===== src/design/mcbm_defs.vh =====
// Constants for the memory channel and bank mapper.
`ifndef MCBM_DEFS_VH
`define MCBM_DEFS_VH
`define MCBM_OFFSET_LSB    0
`define MCBM_OFFSET_W      8
`define MCBM_CHAN_LSB      8
`define MCBM_GRANULE_BYTES 256
`define MCBM_GRANULE_DW    64
`define MCBM_WAVE_ITEMS    64
`endif


===== src/design/mcbm_mapper.v =====
// Memory channel and bank mapper with work-group dispatch tracking.
`timescale 1ns/100ps
`include "mcbm_defs.vh"
module mcbm_mapper #(
  parameter NCU     = 4,
  parameter CHAN_W  = 3,
  parameter BANK_W  = 4,
  parameter ADDR_W  = 32,
  parameter WAVE_W  = 2,
  parameter GID_W   = 8
) (
  input  wire                    clock,
  input  wire                    rst_n,
  input  wire [NCU-1:0]          cuReqValid,
  input  wire [NCU*ADDR_W-1:0]   cuReqAddr,
  input  wire [NCU*WAVE_W-1:0]   cuReqWave,
  output reg  [NCU-1:0]          cuReqGrant,
  input  wire [(1<<CHAN_W)-1:0]  mcBusy,
  output reg  [(1<<CHAN_W)-1:0]  mcReqValid,
  output reg  [(1<<CHAN_W)*ADDR_W-1:0] mcReqAddr,
  output reg  [(1<<CHAN_W)*BANK_W-1:0] mcReqBank,
  output reg  [(1<<CHAN_W)*WAVE_W-1:0] mcReqWave,
  input  wire                    dispStart,
  input  wire [GID_W-1:0]        dispNumX,
  input  wire [GID_W-1:0]        dispNumY,
  input  wire [NCU-1:0]          cuGroupDone,
  output reg                     dispValid,
  output reg  [NCU-1:0]          dispCu,
  output reg  [2*GID_W-1:0]      dispIndex,
  output reg  [GID_W-1:0]        dispGroupX,
  output reg  [GID_W-1:0]        dispGroupY,
  output reg  [2*GID_W-1:0]      retireIndex,
  output reg                     retireValid,
  output reg                     dispIdle
);
  localparam NCH    = 1 << CHAN_W;
  localparam NBANK  = 1 << BANK_W;
  localparam BANK_LSB = `MCBM_CHAN_LSB + CHAN_W;
  localparam CUI_W  = (NCU > 1) ? $clog2(NCU) : 1;

  // Field extraction: offset bits never reach channel or bank select.
  function [CHAN_W-1:0] chanOf;
    input [ADDR_W-1:0] a;
    begin
      chanOf = a[`MCBM_CHAN_LSB +: CHAN_W];
    end
  endfunction

  function [BANK_W-1:0] bankOf;
    input [ADDR_W-1:0] a;
    begin
      bankOf = a[BANK_LSB +: BANK_W];
    end
  endfunction

  // One bit per channel and bank: set on a grant there, else cleared whenever that channel's mcBusy is low.
  reg  [NCH*NBANK-1:0] bankBusy_r;
  reg  [NCH*CUI_W-1:0] rrPtr_r;
  reg  [NCU-1:0]       grant;
  reg  [NCH-1:0]       chanHit;
  reg  [NCH*ADDR_W-1:0] chanAddr;
  reg  [NCH*BANK_W-1:0] chanBank;
  reg  [NCH*WAVE_W-1:0] chanWave;
  reg  [NCH*CUI_W-1:0]  rrPtr_nxt;
  reg  [NCH*NBANK-1:0]  bankBusy_nxt;
  reg  [CHAN_W-1:0]     ch;
  reg  [BANK_W-1:0]     bk;
  reg  [CUI_W-1:0]      idx;
  integer c;
  integer k;

  // Per-channel round-robin arbiter; each CU carries a single request,
  // so a grant is for one wavefront of that unit.
  always @*
  begin
    grant = {NCU{1'b0}};
    chanHit = {NCH{1'b0}};
    chanAddr = {NCH*ADDR_W{1'b0}};
    chanBank = {NCH*BANK_W{1'b0}};
    chanWave = {NCH*WAVE_W{1'b0}};
    rrPtr_nxt = rrPtr_r;
    bankBusy_nxt = bankBusy_r & ~{NCH*NBANK{1'b0}};
    ch = {CHAN_W{1'b0}};
    bk = {BANK_W{1'b0}};
    idx = {CUI_W{1'b0}};
    for (c = 0; c < NCH; c = c + 1)
    begin
      if (mcBusy[c] == 1'b0)
      begin
        bankBusy_nxt[c*NBANK +: NBANK] = {NBANK{1'b0}};
      end
    end
    for (c = 0; c < NCH; c = c + 1)
    begin
      for (k = 0; k < NCU; k = k + 1)
      begin
        idx = rrPtr_r[c*CUI_W +: CUI_W] + k[CUI_W-1:0];
        if (idx >= NCU)
        begin
          idx = idx - NCU[CUI_W-1:0];
        end
        ch = chanOf(cuReqAddr[idx*ADDR_W +: ADDR_W]);
        bk = bankOf(cuReqAddr[idx*ADDR_W +: ADDR_W]);
        // Same channel or same busy bank waits its turn.
        if (cuReqValid[idx] && !grant[idx] && ch == c[CHAN_W-1:0] &&
            !chanHit[c] && !mcBusy[c] &&
            !bankBusy_r[c*NBANK + bk])
        begin
          grant[idx] = 1'b1;
          chanHit[c] = 1'b1;
          chanAddr[c*ADDR_W +: ADDR_W] = cuReqAddr[idx*ADDR_W +: ADDR_W];
          chanBank[c*BANK_W +: BANK_W] = bk;
          chanWave[c*WAVE_W +: WAVE_W] =
            cuReqWave[idx*WAVE_W +: WAVE_W];
          bankBusy_nxt[c*NBANK + bk] = 1'b1;
          rrPtr_nxt[c*CUI_W +: CUI_W] =
            (idx == NCU - 1) ? {CUI_W{1'b0}} : idx + 1'b1;
        end
      end
    end
  end

  always @(posedge clock)
  begin
    if (!rst_n)
    begin
      cuReqGrant <= {NCU{1'b0}};
      mcReqValid <= {NCH{1'b0}};
      mcReqAddr  <= {NCH*ADDR_W{1'b0}};
      mcReqBank  <= {NCH*BANK_W{1'b0}};
      mcReqWave  <= {NCH*WAVE_W{1'b0}};
      bankBusy_r <= {NCH*NBANK{1'b0}};
      rrPtr_r    <= {NCH*CUI_W{1'b0}};
    end
    else
    begin
      cuReqGrant <= grant;
      mcReqValid <= chanHit;
      mcReqAddr  <= chanAddr;
      mcReqBank  <= chanBank;
      mcReqWave  <= chanWave;
      bankBusy_r <= bankBusy_nxt;
      rrPtr_r    <= rrPtr_nxt;
    end
  end

  // Dispatcher: linear order, one group per free CU, in-order retire.
  localparam ST_IDLE = 3'h1;
  localparam ST_RUN  = 3'h2;
  localparam ST_DRAIN = 3'h4;
  reg  [2:0]        state_r;
  reg  [GID_W-1:0]  gx_r;
  reg  [GID_W-1:0]  gy_r;
  reg  [GID_W-1:0]  numX_r;
  reg  [GID_W-1:0]  numY_r;
  reg  [2*GID_W-1:0] nextIdx_r;
  reg  [2*GID_W-1:0] oldest_r;
  reg  [NCU-1:0]    cuBusy_r;
  reg  [NCU-1:0]    doneSeen_r;
  reg  [2*GID_W-1:0] cuIdx_r [0:NCU-1];
  reg  [NCU-1:0]    freeOne;
  reg  [NCU-1:0]    oldestCu;
  reg  [NCU-1:0]    retireMask;
  reg               lastGroup;
  integer u;

  always @*
  begin
    freeOne = {NCU{1'b0}};
    oldestCu = {NCU{1'b0}};
    for (u = NCU - 1; u >= 0; u = u - 1)
    begin
      if (!cuBusy_r[u])
      begin
        freeOne = {NCU{1'b0}};
        freeOne[u] = 1'b1;
      end
      if (cuBusy_r[u] && cuIdx_r[u] == oldest_r)
      begin
        oldestCu[u] = 1'b1;
      end
    end
    lastGroup = (gx_r == numX_r - 1'b1) && (gy_r == numY_r - 1'b1);
    // Retire and dispatch can fall in one cycle; both edit the busy mask,
    // so the dispatch update must fold the retire clear in or a unit hangs.
    retireMask = (|(oldestCu & (doneSeen_r | cuGroupDone))) ? oldestCu :
                 {NCU{1'b0}};
  end

  always @(posedge clock)
  begin
    if (!rst_n)
    begin
      state_r <= ST_IDLE;
      gx_r <= {GID_W{1'b0}};
      gy_r <= {GID_W{1'b0}};
      numX_r <= {GID_W{1'b0}};
      numY_r <= {GID_W{1'b0}};
      nextIdx_r <= {2*GID_W{1'b0}};
      oldest_r <= {2*GID_W{1'b0}};
      cuBusy_r <= {NCU{1'b0}};
      doneSeen_r <= {NCU{1'b0}};
      dispValid <= 1'b0;
      dispCu <= {NCU{1'b0}};
      dispIndex <= {2*GID_W{1'b0}};
      dispGroupX <= {GID_W{1'b0}};
      dispGroupY <= {GID_W{1'b0}};
      retireIndex <= {2*GID_W{1'b0}};
      retireValid <= 1'b0;
      dispIdle <= 1'b1;
    end
    else
    begin
      dispValid <= 1'b0;
      retireValid <= 1'b0;
      // A finished group that is not the oldest holds its CU until
      // every older group has retired.
      doneSeen_r <= (doneSeen_r | (cuGroupDone & cuBusy_r));
      if (|retireMask)
      begin
        cuBusy_r <= cuBusy_r & ~oldestCu;
        doneSeen_r <= (doneSeen_r | cuGroupDone) & ~oldestCu;
        retireIndex <= oldest_r;
        retireValid <= 1'b1;
        oldest_r <= oldest_r + 1'b1;
      end
      case (state_r)
        ST_IDLE:
        begin
          dispIdle <= 1'b1;
          if (dispStart && dispNumX != 0 && dispNumY != 0)
          begin
            numX_r <= dispNumX;
            numY_r <= dispNumY;
            gx_r <= {GID_W{1'b0}};
            gy_r <= {GID_W{1'b0}};
            nextIdx_r <= {2*GID_W{1'b0}};
            oldest_r <= {2*GID_W{1'b0}};
            dispIdle <= 1'b0;
            state_r <= ST_RUN;
          end
        end
        ST_RUN:
        begin
          if (|freeOne)
          begin
            dispValid <= 1'b1;
            dispCu <= freeOne;
            dispIndex <= nextIdx_r;
            dispGroupX <= gx_r;
            dispGroupY <= gy_r;
            nextIdx_r <= nextIdx_r + 1'b1;
            cuBusy_r <= (cuBusy_r & ~retireMask) | freeOne;
            if (lastGroup)
            begin
              state_r <= ST_DRAIN;
            end
            else if (gx_r == numX_r - 1'b1)
            begin
              gx_r <= {GID_W{1'b0}};
              gy_r <= gy_r + 1'b1;
            end
            else
            begin
              gx_r <= gx_r + 1'b1;
            end
          end
        end
        ST_DRAIN:
        begin
          if (cuBusy_r == {NCU{1'b0}})
          begin
            dispIdle <= 1'b1;
            state_r <= ST_IDLE;
          end
        end
        default:
        begin
          state_r <= ST_IDLE;
        end
      endcase
    end
  end

  genvar g;
  generate
    for (g = 0; g < NCU; g = g + 1)
    begin : gTag
      always @(posedge clock)
      begin
        if (!rst_n)
        begin
          cuIdx_r[g] <= {2*GID_W{1'b0}};
        end
        else if (state_r == ST_RUN && freeOne[g])
        begin
          cuIdx_r[g] <= nextIdx_r;
        end
      end
    end
  endgenerate
endmodule


===== config.mk =====
export PLATFORM = sky130hd
export DESIGN_NAME = mcbm_mapper
export DESIGN_NICKNAME = d
export VERILOG_FILES = /design/src/design/mcbm_mapper.v
export VERILOG_INCLUDE_DIRS = /design/src /design/src/design
export SDC_FILE = /design/constraint.sdc
export NUM_CORES = 2
export LEC_CHECK = 0
export BUFFER_PORTS_ARGS = -buffer_cell sky130_fd_sc_hd__clkbuf_2
export CORE_MARGIN = 2
export CORE_UTILIZATION = 55
export DETAILED_ROUTE_END_ITERATION = 8
export PLACE_DENSITY = 0.75
export SYNTH_ARGS = -nofsm -noshare
export SYNTH_HDL_FRONTEND = slang
export SYNTH_SLANG_ARGS = --single-unit

===== constraint.sdc =====
create_clock -name clock -period 30.7 [get_ports clock]
set_input_delay 6.14 -clock clock [delete_from_list [all_inputs] [get_ports clock]]
set_output_delay 6.14 -clock clock [all_outputs]
set_load 0.02 [all_outputs]

==> impl_metrics.yaml <==
floorplanning:
  dieArea_mm2: 0.118
  core_mm2: 0.114
  die_w_um: 343
  start_util_pct: 55.4
  row_count: 124
  num_io_pins: 542
  fp.dieH_um: 343
logic_synthesis:
  synth_seq_cells: 622
  netlist_instances: 6420
  synth-edff-count: 64
  syn-cell-area_mm2: 0.0631
  avgSynthCellArea_um2: 9.84
  async_reset_ff_share_pct: 0
  synthDistinctLibCells: 115
  ys_warn_count: 0
  synth_flop_cell: "dfxtp_1"
  yosysSeqAreaShare_pct: 20.7
pwr:
  p_int_uw: 2620
  vdd_drop_max_uv: 65.0
  swShare_pct: 46.2
  p_leak_uw: 0.0221
  pwr-share-clk_pct: 18.8
  p_switching_uw: 2250
  power_frac_comb_pct: 60.4
  power_density_mw_per_mm2: 71.9
  seqPwrFrac_pct: 20.8
clocking:
  cts_root_buffer: "clkbuf_16"
  post_cts_resized: 0
  cts_max_level: 3
  cts_tree: "yes"
  path_clk_slew_ns: 0.06
  cts.hold.buffers_added: 0
  clock_sinks: 622
  clock_path_buffers: 3
  post-cts-setup-buffers: 0
  clk_latency_ns: 0.73
  cts_buffers: 73
route:
  wl_um: 254000
  drcViolationCount: 8
  wl_per_cell_um: 32.5
  first_pass_iters: 9
  vias_per_cell: 7.93
  ant_nets: 0
  vias: 61948
  drt_iter0_markers: 11256
global_route:
  antenna_found_initial: 41
  grt_pass1_vias: 57526
  track_usage_pct: 42.0
  grt_max_degree: 131
  grt_pass1_wl_um: 378000
  overflow: 0
critical_path:
  critical_path_peak_fanout: 63
  cpMostUsedCell: "buf_4"
  end_kind: "register"
  slowest_delay_ns: 0.87
  cpMaxStageDelayCell: "a31o_2"
  worst-path-buf-inv: 6
  worstReg2RegEnd: "bankBusy_r[120]$_SDFF_PN0_"
  endpoint: "bankBusy_r[120]$_SDFF_PN0_"
  critPathRequiredTime_ns: 31.32
  worstRegToRegCells: 55
  arrival_ns: 27.42
  cp_top_family: "compound AO/OA/AOI/OAI gates"
  ff2ff_setup_slack_ns: 8.94
  start_kind: "primary input"
  path_class: "in2reg"
  reg2reg_from: "rrPtr_r[1]$_SDFFE_PN0P_"
  startpoint: "cuReqAddr[110]"
  crit_cells: 55
sta:
  worstMarginPinSlew_ns: 1.49
  drv_slew: 0
  fin_worst_skew_ns: 0.0779
  setup_viol: 0
  setup_tns_ns: 0
  timing.final.crit_period_ns: 26.79
  max_slew_margin_pct: 0.955
  hold_viol: 0
  fmax_mhz: 37.3
  period_share_pct: 87.3
  setup_slack_ns: 3.91
  rsz0062_at_grt: "false"
placed_design:
  pre_cts_ws_ns: 3.87
  dp_hpwl_um: 174000
  place_area_mm2: 0.0651
  dp_cells: 7660
  gp_congestion: 1.01
  io_buffers: 541
finish:
  layout.nets: 6433
  area.growth.synth_to_final_pct: 7.14
  fillers: 9535
  post-route-util_pct: 59.3
  drive_gt1_share_pct: 29.5
  final_cell_count_no_fill: 7811
  final_area_mm2: 0.0677
hold_path:
  min-delay-path-class: "reg2reg"
status:
  failed_checks: "DRC"
  run_status: "finished, violations left"
job:
  cap_violations: 0
## metrics by stage
step	power, uW	hold slack (ns)
after floorplan	3100	0.435
after global placement	3840	0.438
after detailed placement	3860	0.446
after CTS	4780	0.452
after global routing	5050	0.474
final	4860	0.450
## cell type report
cell class	count	area [um2]	area share (%)
antenna	20	50.0	0.0740
clock buffer	96	2050	3.03
sequential	622	13100	19.4
timing repair buffer	636	3420	5.06
tap	1512	1890	2.80
inverter	126	480	0.710
clock inverter	34	415	0.614
multi-input combinational	4765	46200	68.3
## worst register-to-register path, delay by kind of cell, from the launching register on
family	cells	cell delay, ns
AOI/OAI and AO/OA	32	11.47
and+or+nand+nor	12	4.96
buffers and inverters	6	3.00
muxes	5	1.92
DFF	1	0.34
## how the worst min path moves through the flow
stage,startpoint,end,cells past startpoint
2_1_floorplan,doneSeen_r[0]$_SDFF_PN0_,doneSeen_r[0]$_SDFF_PN0_,2
3_3_place_gp,retireIndex[13]$_SDFFE_PN0N_,retireIndex[13]$_SDFFE_PN0N_,2
3_5_place_dp,retireIndex[11]$_SDFFE_PN0N_,retireIndex[11]$_SDFFE_PN0N_,2
4_1_cts,retireIndex[11]$_SDFFE_PN0N_,retireIndex[11]$_SDFFE_PN0N_,2
5_1_grt,retireIndex[8]$_SDFFE_PN0N_,retireIndex[8]$_SDFFE_PN0N_,2
6_report,retireIndex[11]$_SDFFE_PN0N_,retireIndex[11]$_SDFFE_PN0N_,2
## synthesized netlist by cell type, types with 26 or more instances
library cell	count	area share [%]
a211oi_1	38	0.45
a21oi_1	333	2.6
a221oi_1	151	2.1
a222oi_1	156	2.5
a22o_1	65	0.90
a22oi_1	28	0.33
a31oi_1	52	0.52
and2_1	102	1.0
and3_1	65	0.64
buf_1	62	0.37
buf_2	32	0.25
buf_4	38	0.45
clkbuf_1	783	4.7
dfxtp_1	558	18
edfxtp_1	64	3.0
ha_1	38	0.75
inv_1	118	0.70
mux2i_1	306	4.9
mux4_2	917	33
nand2_1	429	2.6
nand2b_1	61	0.60
nand3_1	76	0.60
nand4_1	38	0.38
nor2_1	627	3.7
nor2b_1	71	0.70
nor3_1	115	0.91
nor4_1	43	0.43
o211ai_1	26	0.31
o21ai_0	175	1.4
o221a_2	36	0.64
o221ai_1	233	3.2
or2_2	33	0.33
or3_1	31	0.31
xnor2_1	67	0.93
xor2_1	64	0.89
## cells in the final DEF (no fill, tap or decap), drive strengths merged, types with 94 or more instances in the layout
cell	Yosys	layout
dfxtp	558	558
mux4	917	917
mux2i	306	306
a21oi	333	333
buf	135	94
o221ai	237	237
o21ai	194	194
a221oi	151	151
nor3	116	116
and2	105	105
nor2	627	627
inv	123	131
clkbuf	783	638
a222oi	156	156
nand2	429	429
## metal layers
metal | routed length, um | part of all wire [%] | GRT usage [%]
met3 | 35300 | 14 | 12.4
met1 | 88500 | 35 | 54.5
met5 | 297 | 0.12 | 0
met2 | 110000 | 43 | 62.5
met4 | 19600 | 7.7 | 25.0
## registers in the layout (all words and copies together) (netlist names), 16 cells and up
name         flops
nextIdx_r       16
dispIndex       16
cuIdx_r         64
mcReqWave       16
bankBusy_r     128
oldest_r        16
mcReqAddr      256
rrPtr_r         16
retireIndex     16
## cells by family (layout without fill, tap and decap cells)
kind of cell	count (synthesis)	after routing	share of synthesized area [%]
DFF	622	622	20.7
other	1	32	0.00594
muxes	1238	1238	37.8
and+or+nand+nor	1771	1771	13.3
buffers and inverters	1044	892	6.53
xor gates and xnor gates	131	131	1.82
adders and majority gates	38	38	0.753
AOI/OAI and AO/OA	1575	1575	19.1
## power groups by stage
| stage | Sequential, uW | Combinational [uW] | Clock (uW) |
|---|---|---|---|
| floorplan | 1060 | 2040 | 0 |
| global placement | 1030 | 2810 | 0 |
| detailed placement | 1030 | 2840 | 0 |
| CTS | 1010 | 2850 | 921 |
| global route | 1020 | 3070 | 952 |
| finish | 1010 | 2940 | 913 |
Power figures use the tool's default switching activity.
